==> config.mk <==
export PLATFORM = sky130hd
export DESIGN_NAME = daq_card_regs_flat
export DESIGN_NICKNAME = d
export VERILOG_FILES = /design/src/include/daq_io_pkg.sv /design/src/include/daq_io_if.sv /design/src/rtl/daq_card_regs.sv /design/src/flat_wrapper.sv
export SDC_FILE = /design/constraint.sdc
export NUM_CORES = 1
export LEC_CHECK = 0
export BUFFER_PORTS_ARGS = -buffer_cell sky130_fd_sc_hd__buf_4
export CAP_MARGIN = 30
export CORE_MARGIN = 8
export CORE_UTILIZATION = 51
export DETAILED_ROUTE_END_ITERATION = 7
export PLACE_DENSITY = 0.82
export REMOVE_ABC_BUFFERS = 1
export SLEW_MARGIN = 10
export SYNTH_ARGS = -nofsm -noshare
export SYNTH_HDL_FRONTEND = slang
export SYNTH_SLANG_ARGS = --single-unit
==> constraint.sdc <==
create_clock -name pclk -period 2.7 [get_ports pclk]
set_input_delay 0.27 -clock pclk [delete_from_list [all_inputs] [get_ports pclk]]
set_output_delay 0.27 -clock pclk [all_outputs]
set_load 0.01 [all_outputs]
==> src/include/daq_io_pkg.sv <==
package daq_io_pkg;

  // byte I/O window on the card side
  localparam int IO_ADDR_W = 16;
  localparam int IO_DATA_W = 8;
  typedef logic [IO_DATA_W-1:0] io_byte_t;
  typedef logic [IO_ADDR_W-1:0] io_addr_t;

  // card register offsets from io_base_address
  localparam logic [7:0] OFS_DIO_RESET   = 8'h00;
  localparam logic [7:0] OFS_AUX_CONTROL = 8'h02;
  localparam logic [7:0] OFS_AUX_DATA    = 8'h03;
  localparam logic [7:0] OFS_IRQ_MASK    = 8'h05;
  localparam logic [7:0] OFS_AUX_STATUS  = 8'h07;
  localparam logic [7:0] OFS_IRQ_POL     = 8'h2A;
  localparam logic [7:0] OFS_TIMER_0     = 8'hC0;
  localparam logic [7:0] OFS_TIMER_1     = 8'hC4;
  localparam logic [7:0] OFS_TIMER_2     = 8'hC8;
  localparam logic [7:0] OFS_TIMER_CTRL  = 8'hCC;
  localparam logic [7:0] OFS_CONV_LOW    = 8'hD0;
  localparam logic [7:0] OFS_CONV_HIGH   = 8'hD4;
  localparam logic [7:0] OFS_DIO_LOW     = 8'hD8;
  localparam logic [7:0] OFS_DIO_HIGH    = 8'hDC;
  localparam logic [7:0] OFS_ADC_GAIN    = 8'hE0;
  localparam logic [7:0] OFS_ADC_MODE    = 8'hE4;
  localparam logic [7:0] OFS_ADC_TRIGGER = 8'hE8;
  localparam logic [7:0] OFS_ADC_STATUS  = 8'hEC;

  // field positions
  localparam int DIO_ENABLE_BIT = 0;
  localparam int IRQ_A_BIT      = 0;
  localparam int IRQ_B_BIT      = 1;
  localparam int AUX_EEP_LSB    = 2;
  localparam int BOARD_SUB_IDENTIFIER_LSB     = 4;
  localparam int ADC_READY_BIT  = 0;
  localparam int CONV_HIGH_W    = 4;

  // reset values
  localparam logic       DIO_ENABLE_RST = 1'b0;
  localparam logic [1:0] IRQ_MASK_RST   = 2'b00;
  localparam logic [1:0] IRQ_POL_RST    = 2'b00;
  localparam io_byte_t   BYTE_RST       = 8'h00;

  // host controller registers on APB
  localparam int         APB_ADDR_W     = 12;
  localparam logic [11:0] HOST_ADDR_OFS   = 12'h000;
  localparam logic [11:0] HOST_WDATA_OFS  = 12'h004;
  localparam logic [11:0] HOST_CTRL_OFS   = 12'h008;
  localparam logic [11:0] HOST_STATUS_OFS = 12'h00C;
  localparam logic [11:0] HOST_RDATA_OFS  = 12'h010;
  localparam int CTRL_GO_BIT      = 0;
  localparam int CTRL_WRITE_BIT   = 1;
  localparam int STAT_BUSY_BIT    = 0;
  localparam int STAT_DONE_BIT    = 1;
  localparam int STAT_REFUSED_BIT = 2;
  localparam int STAT_IRQ_BIT     = 3;

  typedef enum logic [1:0] {
    HOST_IDLE = 2'b01,
    HOST_WAIT = 2'b10
  } host_state_e;

endpackage

==> src/include/daq_io_if.sv <==
interface daq_io_if;
  import daq_io_pkg::*;
  logic     io_req;
  logic     io_write;
  io_addr_t io_addr;
  io_byte_t io_wdata;
  io_byte_t io_rdata;
  logic     io_ack;
  logic     io_irq;

  modport device (
    input  io_req,
    input  io_write,
    input  io_addr,
    input  io_wdata,
    output io_rdata,
    output io_ack,
    output io_irq
  );

  modport host (
    output io_req,
    output io_write,
    output io_addr,
    output io_wdata,
    input  io_rdata,
    input  io_ack,
    input  io_irq
  );
endinterface

==> src/rtl/daq_card_regs.sv <==
// Functional notes
// - DIO disabled until reset bit set high
// - host sets reset bit before D/A writes
// - mask bit 0 gates source a, default 0
// - mask bit 1 gates source b, upper zero
// - status bits 0/1 show both sources
// - status shows EEPROM state and board id
// - host reads status to find source
// - polarity bit 0: 0 inverts source a
// - polarity bit 1: 0 inverts source b
// - timer counters and write-only control decoded
// - conversion result read as two bytes
// - ready bit shows valid conversion result
// - D/A code taken from two byte writes
// - low byte staged, high write updates latch
// - host writes low byte before high
// - trigger offset write starts a conversion
// - host leaves aux control register alone
// - aux data drives and samples EEPROM pins
//
// Chosen here: the APB slave port.
module daq_card_regs #(
  parameter daq_io_pkg::io_addr_t IO_BASE = 16'hE000,
  // arbitrary board id value
  parameter logic [3:0]           BOARD_SUB_IDENTIFIER = 4'hA
) (
  // clock and reset
  input  wire logic                        pclk,
  input  wire logic                        presetn,
  // host side
  daq_io_if.device                         io,
  // interrupt sources
  input  wire logic                        irq_source_a,
  input  wire logic                        irq_source_b,
  // EEPROM
  input  wire logic [1:0]                  eeprom_ctrl_state,
  input  wire daq_io_pkg::io_byte_t        eeprom_sense,
  output      daq_io_pkg::io_byte_t        eeprom_drive,
  output      daq_io_pkg::io_byte_t        aux_control_out,
  // interval timer
  output logic                             timer_wr,
  output logic                             timer_rd,
  output logic [1:0]                       timer_sel,
  output      daq_io_pkg::io_byte_t        timer_wdata,
  input  wire logic [2:0][7:0]             timer_rdata,
  // converter
  output logic                             adc_start,
  input  wire logic                        adc_done,
  input  wire logic [11:0]                 adc_result,
  output      daq_io_pkg::io_byte_t        adc_gain_mux,
  output      daq_io_pkg::io_byte_t        adc_mode,
  output logic [11:0]                      dac_code,
  // digital I/O
  output logic                             dio_enable,
  input  wire logic [15:0]                 di_in,
  output logic [15:0]                      do_out
);
  import daq_io_pkg::*;

  logic       ack_q;
  logic       take;
  logic       in_window;
  logic       wr;
  logic [7:0] ofs;
  logic [1:0] irq_unmask;
  logic [1:0] irq_pass;
  logic       cond_a;
  logic       cond_b;
  io_byte_t   dac_stage;
  logic       adc_ready;
  logic [11:0] adc_data;
  io_byte_t   rdata;
  io_byte_t   next_rdata;

  // one access per request; ack blocks a second take of the same one
  assign take      = io.io_req && !ack_q;
  assign in_window = io.io_addr[15:8] == IO_BASE[15:8];
  assign wr        = take && in_window && io.io_write;
  assign ofs       = io.io_addr[7:0];
  assign io.io_ack   = ack_q;
  assign io.io_rdata = rdata;

  always_ff @(posedge pclk or negedge presetn) begin
    if (!presetn) begin
      ack_q <= 1'b0;
    end else begin
      ack_q <= take;
    end
  end

  always_ff @(posedge pclk or negedge presetn) begin
    if (!presetn) begin
      dio_enable      <= DIO_ENABLE_RST;
      aux_control_out <= BYTE_RST;
      eeprom_drive    <= BYTE_RST;
      irq_unmask      <= IRQ_MASK_RST;
      irq_pass        <= IRQ_POL_RST;
      adc_gain_mux    <= BYTE_RST;
      adc_mode        <= BYTE_RST;
    end else if (wr) begin
      if (ofs == OFS_DIO_RESET) begin
        dio_enable <= io.io_wdata[DIO_ENABLE_BIT];
      end else if (ofs == OFS_AUX_CONTROL) begin
        aux_control_out <= io.io_wdata;
      end else if (ofs == OFS_AUX_DATA) begin
        eeprom_drive <= io.io_wdata;
      end else if (ofs == OFS_IRQ_MASK) begin
        irq_unmask <= io.io_wdata[IRQ_B_BIT:IRQ_A_BIT];
      end else if (ofs == OFS_IRQ_POL) begin
        irq_pass <= io.io_wdata[IRQ_B_BIT:IRQ_A_BIT];
      end else if (ofs == OFS_ADC_GAIN) begin
        adc_gain_mux <= io.io_wdata;
      end else if (ofs == OFS_ADC_MODE) begin
        adc_mode <= io.io_wdata;
      end
    end
  end

  // digital outputs are held cleared while DIO is disabled
  always_ff @(posedge pclk or negedge presetn) begin
    if (!presetn) begin
      do_out <= 16'h0000;
    end else if (!dio_enable) begin
      do_out <= 16'h0000;
    end else if (wr && ofs == OFS_DIO_LOW) begin
      do_out[7:0] <= io.io_wdata;
    end else if (wr && ofs == OFS_DIO_HIGH) begin
      do_out[15:8] <= io.io_wdata;
    end
  end

  // double-buffered D/A latch
  always_ff @(posedge pclk or negedge presetn) begin
    if (!presetn) begin
      dac_stage <= BYTE_RST;
      dac_code  <= 12'h000;
    end else if (wr && ofs == OFS_CONV_LOW) begin
      dac_stage <= io.io_wdata;
    end else if (wr && ofs == OFS_CONV_HIGH) begin
      dac_code <= {io.io_wdata[CONV_HIGH_W-1:0], dac_stage};
    end
  end

  // conversion completion beats a trigger in the same cycle
  always_ff @(posedge pclk or negedge presetn) begin
    if (!presetn) begin
      adc_ready <= 1'b0;
      adc_data  <= 12'h000;
      adc_start <= 1'b0;
    end else begin
      adc_start <= wr && ofs == OFS_ADC_TRIGGER;
      if (adc_done) begin
        adc_ready <= 1'b1;
        adc_data  <= adc_result;
      end else if (wr && ofs == OFS_ADC_TRIGGER) begin
        adc_ready <= 1'b0;
      end
    end
  end

  // timer strobes one cycle after the access is taken
  always_ff @(posedge pclk or negedge presetn) begin
    if (!presetn) begin
      timer_wr    <= 1'b0;
      timer_rd    <= 1'b0;
      timer_sel   <= 2'b00;
      timer_wdata <= BYTE_RST;
    end else begin
      timer_wr <= 1'b0;
      timer_rd <= 1'b0;
      if (take && in_window && ofs[7:4] == OFS_TIMER_0[7:4] && ofs[1:0] == 2'b00) begin
        timer_sel   <= ofs[3:2];
        timer_wdata <= io.io_wdata;
        timer_wr    <= io.io_write;
        // control word has no read side
        timer_rd    <= !io.io_write && ofs != OFS_TIMER_CTRL;
      end
    end
  end

  assign cond_a = irq_pass[IRQ_A_BIT] ? irq_source_a : !irq_source_a;
  assign cond_b = irq_pass[IRQ_B_BIT] ? irq_source_b : !irq_source_b;

  always_ff @(posedge pclk or negedge presetn) begin
    if (!presetn) begin
      io.io_irq <= 1'b0;
    end else begin
      io.io_irq <= (cond_a && irq_unmask[IRQ_A_BIT]) ||
                   (cond_b && irq_unmask[IRQ_B_BIT]);
    end
  end

  always_comb begin
    next_rdata = BYTE_RST;
    if (!in_window) begin
      next_rdata = BYTE_RST;
    end else if (ofs == OFS_DIO_RESET) begin
      next_rdata[DIO_ENABLE_BIT] = dio_enable;
    end else if (ofs == OFS_AUX_CONTROL) begin
      next_rdata = aux_control_out;
    end else if (ofs == OFS_AUX_DATA) begin
      next_rdata = eeprom_sense;
    end else if (ofs == OFS_IRQ_MASK) begin
      next_rdata[IRQ_B_BIT:IRQ_A_BIT] = irq_unmask;
    end else if (ofs == OFS_AUX_STATUS) begin
      next_rdata[IRQ_A_BIT] = irq_source_a;
      next_rdata[IRQ_B_BIT] = irq_source_b;
      next_rdata[AUX_EEP_LSB+1:AUX_EEP_LSB] = eeprom_ctrl_state;
      next_rdata[BOARD_SUB_IDENTIFIER_LSB+3:BOARD_SUB_IDENTIFIER_LSB] = BOARD_SUB_IDENTIFIER;
    end else if (ofs == OFS_IRQ_POL) begin
      next_rdata[IRQ_B_BIT:IRQ_A_BIT] = irq_pass;
    end else if (ofs == OFS_TIMER_0) begin
      next_rdata = timer_rdata[0];
    end else if (ofs == OFS_TIMER_1) begin
      next_rdata = timer_rdata[1];
    end else if (ofs == OFS_TIMER_2) begin
      next_rdata = timer_rdata[2];
    end else if (ofs == OFS_CONV_LOW) begin
      next_rdata = adc_data[7:0];
    end else if (ofs == OFS_CONV_HIGH) begin
      next_rdata[CONV_HIGH_W-1:0] = adc_data[11:8];
    end else if (ofs == OFS_DIO_LOW) begin
      next_rdata = dio_enable ? di_in[7:0] : BYTE_RST;
    end else if (ofs == OFS_DIO_HIGH) begin
      next_rdata = dio_enable ? di_in[15:8] : BYTE_RST;
    end else if (ofs == OFS_ADC_STATUS) begin
      next_rdata[ADC_READY_BIT] = adc_ready;
    end
  end

  always_ff @(posedge pclk or negedge presetn) begin
    if (!presetn) begin
      rdata <= BYTE_RST;
    end else if (take && !io.io_write) begin
      rdata <= next_rdata;
    end
  end

endmodule // daq_card_regs

==> src/flat_wrapper.sv <==
// flat-port wrapper written by rule: the top's interface ports become plain ports
module daq_card_regs_flat import daq_io_pkg::*;
#(
  parameter daq_io_pkg::io_addr_t IO_BASE = 16'hE000,
                             
  parameter logic [3:0]           BOARD_SUB_IDENTIFIER = 4'hA
)
  (pclk, presetn, irq_source_a, irq_source_b, eeprom_ctrl_state, eeprom_sense, eeprom_drive, aux_control_out, timer_wr, timer_rd, timer_sel, timer_wdata, timer_rdata, adc_start, adc_done, adc_result, adc_gain_mux, adc_mode, dac_code, dio_enable, di_in, do_out, io_io_req, io_io_write, io_io_addr, io_io_wdata, io_io_rdata, io_io_ack, io_io_irq);
  daq_io_if io_i ();
  input  wire logic pclk;
  input  wire logic presetn;
  input  wire logic irq_source_a;
  input  wire logic irq_source_b;
  input  wire logic [1:0] eeprom_ctrl_state;
  input  wire daq_io_pkg::io_byte_t eeprom_sense;
  output      daq_io_pkg::io_byte_t eeprom_drive;
  output      daq_io_pkg::io_byte_t aux_control_out;
  output logic timer_wr;
  output logic timer_rd;
  output logic [1:0] timer_sel;
  output      daq_io_pkg::io_byte_t timer_wdata;
  input  wire logic [2:0][7:0] timer_rdata;
  output logic adc_start;
  input  wire logic adc_done;
  input  wire logic [11:0] adc_result;
  output      daq_io_pkg::io_byte_t adc_gain_mux;
  output      daq_io_pkg::io_byte_t adc_mode;
  output logic [11:0] dac_code;
  output logic dio_enable;
  input  wire logic [15:0] di_in;
  output logic [15:0] do_out;
  input wire logic [$bits(io_i.io_req)-1:0] io_io_req;
  input wire logic [$bits(io_i.io_write)-1:0] io_io_write;
  input wire logic [$bits(io_i.io_addr)-1:0] io_io_addr;
  input wire logic [$bits(io_i.io_wdata)-1:0] io_io_wdata;
  output wire logic [$bits(io_i.io_rdata)-1:0] io_io_rdata;
  output wire logic [$bits(io_i.io_ack)-1:0] io_io_ack;
  output wire logic [$bits(io_i.io_irq)-1:0] io_io_irq;
  assign io_i.io_req = io_io_req;
  assign io_i.io_write = io_io_write;
  assign io_i.io_addr = io_io_addr;
  assign io_i.io_wdata = io_io_wdata;
  assign io_io_rdata = io_i.io_rdata;
  assign io_io_ack = io_i.io_ack;
  assign io_io_irq = io_i.io_irq;
  daq_card_regs #(.IO_BASE(IO_BASE), .BOARD_SUB_IDENTIFIER(BOARD_SUB_IDENTIFIER)) u_core (.pclk(pclk), .presetn(presetn), .io(io_i), .irq_source_a(irq_source_a), .irq_source_b(irq_source_b), .eeprom_ctrl_state(eeprom_ctrl_state), .eeprom_sense(eeprom_sense), .eeprom_drive(eeprom_drive), .aux_control_out(aux_control_out), .timer_wr(timer_wr), .timer_rd(timer_rd), .timer_sel(timer_sel), .timer_wdata(timer_wdata), .timer_rdata(timer_rdata), .adc_start(adc_start), .adc_done(adc_done), .adc_result(adc_result), .adc_gain_mux(adc_gain_mux), .adc_mode(adc_mode), .dac_code(dac_code), .dio_enable(dio_enable), .di_in(di_in), .do_out(do_out));
endmodule
==> results.txt <==
Via Count - 4564
Final Cell Area - 7120 µm²
initial drt markers - 351
Hold Path Stages - 3
Reg2Reg Depth - 6
Nets - 743
register bit total from synthesis - 109
Die X - 118 µm
Peak Freq - 0.386 GHz
worst skew pair latency - 0.37 ns
Root Driver - clkbuf_8
most common cell in the netlist - dfrtp_1
CP arrival - 2.85 ns
Post-DRT Antenna Nets - 0
routed len/inst - 21.7 µm
Worst Setup End Kind - flop
initial antenna violation count - 0
share of cells above drive strength 1 - 47.9%
Synth area leader - dfrtp_1
Placed Cells - 774
Cell variety after synth - 59
DRC viols - 0
Worst-Margin Slew - 0.579 ns
fill cell count - 781
GR Util met3 - 9.54%
detailed placement HPWL - 13100 µm
Async S/R FF share, synth - 100%
top cells by area, synth - dfrtp_1, mux2_2, mux2i_1, nor2b_1, nand2_1
clock slew at the register clock pins of the worst setup and hold paths - 0.10 ns
port buffer count - 176
# diodes - 0
RSZ-0062 raised after global routing - false
Num CTS Buffers - 9
Reg2Reg Capture Point - u_core.adc_mode[1]
PwrDens - 414 nW/µm²
final critical-path required period - 2.59 ns
CP cell instances - nand2b_1 > or4_1 > or3_4 > nor4_4 > buf_4 > mux2_2
Core Box Area - 10200 µm²
Worst Path Max Fanout - 8
CP required - 2.96 ns
Starting Density - 51.8%
die area - 13900 µm²
reg2reg setup slack - 0.11 ns
placed cell area - 6920 µm²
die height - 118 µm
Synth Warn # - 0
Max Slew Vio Count - 0
CTS tree - done
GR peak layer - met2
reg-to-reg startpoint - u_core.io.io_ack
Hold EP - u_core.adc_data[8]
Hold Path Class - input pin to flop
relative slew slack - 61.1%
final non-filler cell total - 791
met2 GRT Util - 37.9%
total grt overflow - 0
Max Cap Viol - 0
synthesized cell area - 5300 µm²
final hold vios - 0
Clock Path Buffers - 2
Post-synth EDFFs - 0
All-Layer GR Usage - 24.6%
I/O Pins - 177
Finish-stage setup viols - 0
Leakage - 3.45 nW
Synth top area share - 51.5%
CTS Sinks - 109
sequential fraction of the synthesis area - 51.5%
period utilization - 95.9%
pin count of the biggest net entering global routing - 42
CP startpoint kind - flop
1st-pass router iterations - 5
slowest stage delay, CP - 0.64 ns
final setup TNS - 0 ns
status - finished clean
syn_area_per_cell - 11.6 µm²
kind of critical path - flop to flop
Primary FF master, synth - dfrtp_1
HP Start - adc_result[8]
leading post-synthesis cells by instance count - dfrtp_1, mux2_2, nand2_1
htree depth - 3
Clock Skew - 0.00503 ns
Worst Slack Setup Final - 0.111 ns
met1 GRT Util - 30.8%
Cells after Synth - 457
gp weighted congestion - 0.915
Area Growth Syn to Fin - 34.3%
vias in the first global route - 4959
Max IR drop VDD - 0.298 mV
vias per cell - 5.77
number of cell rows - 37
pre-CTS worst setup slack - -0.0842 ns
Slowest cell on crit path - or4_1
WL final - 17200 µm
first-pass GRT wire length - 27600 µm
postcts setup bufs - 0
routing by layer:
metal	wire, µm	part of all wire [%]
met1	7250	42
met2	7750	45
met3	1770	10
met4	439	2.6
met5	0	0
placed cells by master (no fill, tap or decap), drive strengths merged, types with 3 or more instances in the layout:
cell / n
inv: 13
buf: 205
nor4: 6
nand3b: 3
or3: 6
clkbuf: 11
o21ai: 19
nor2: 16
o221ai: 4
a32oi: 3
or4: 5
nand4: 3
nand3: 14
nor3: 10
dfrtp: 109
a2bb2oi: 3
mux2: 82
nand2b: 6
o22ai: 5
a22oi: 5
nand2: 27
a21oi: 19
nor2b: 19
mux2i: 22
o211ai: 3
cell families (layout without fill, tap and decap cells):
kind of cell,count (synthesis),in the layout,synth area share [%]
AND/OR/NAND/NOR,127,127,14.1
flip-flops,109,109,51.5
multiplexers,104,104,21.6
AO/OA/AOI/OAI,80,80,10.0
buffers and inverters,35,233,2.50
XOR/XNOR,2,2,0.331
area by class of cell:
| class | instances | area, µm² | area share [%] |
|---|---|---|---|
| Multi-Input combinational cell | 313 | 2440 | 34.3 |
| Tap cell | 136 | 170 | 2.39 |
| Inverter | 11 | 41.3 | 0.580 |
| Sequential cell | 109 | 2730 | 38.3 |
| Timing Repair Buffer | 206 | 1550 | 21.8 |
| Clock inverter | 5 | 41.3 | 0.580 |
| Clock buffer | 11 | 151 | 2.13 |
timing repair:
item	in CTS	in global routing
endpoints found under the hold margin	38	0
hold buffers	1	0
resized for setup	0	0
worst max-delay path by stage:
stage | to | cells past startpoint | start
after global routing | u_core.adc_mode[1] | 6 | u_core.io.io_ack
after floorplan | u_core.adc_mode[0] | 5 | io_io_addr[8]
final | u_core.adc_mode[1] | 6 | u_core.io.io_ack
after detailed placement | u_core.adc_mode[1] | 7 | io_io_addr[8]
after global placement | u_core.adc_mode[3] | 7 | io_io_addr[8]
after CTS | u_core.adc_mode[1] | 6 | u_core.io.io_ack
state kept, by name, summed over array words and instances, names as in the netlist, 2 cells and up:
signal	flops
u_core.do_out	16
u_core.adc_data	12
u_core.dac_code	12
u_core.adc_gain_mux	8
u_core.adc_mode	8
u_core.aux_control_out	8
u_core.dac_stage	8
u_core.eeprom_drive	8
u_core.io.io_rdata	8
u_core.timer_wdata	8
u_core.irq_pass	2
u_core.irq_unmask	2
u_core.timer_sel	2
report_power, final:
group | total [mW] | leakage, nW | switching [mW] | internal, mW
clock | 0.969 | 0.0978 | 0.572 | 0.397
sequential | 1.66 | 1.48 | 0.0103 | 1.65
combinational | 0.320 | 1.87 | 0.168 | 0.152
critical path: cells and delay by family, from the launching register on:
kind / cells / cell delay (ns)
simple gates: 4 / 1.52
flops: 1 / 0.40
mux: 1 / 0.34
buf+inv: 1 / 0.20
through the flow:
step / hold WS [ns] / util, % / total power [mW]
finish: 0.118 / 69.6 / 2.95
global route: 0.107 / 69.6 / 3.07
CTS: 0.100 / 69.6 / 2.97
detailed placement: 0.282 / 67.6 / 2.01
global placement: 0.279 / 67.6 / 2.00
floorplan: -0.0256 / - / 1.78
No activity file was read; power rests on OpenSTA's default activity.
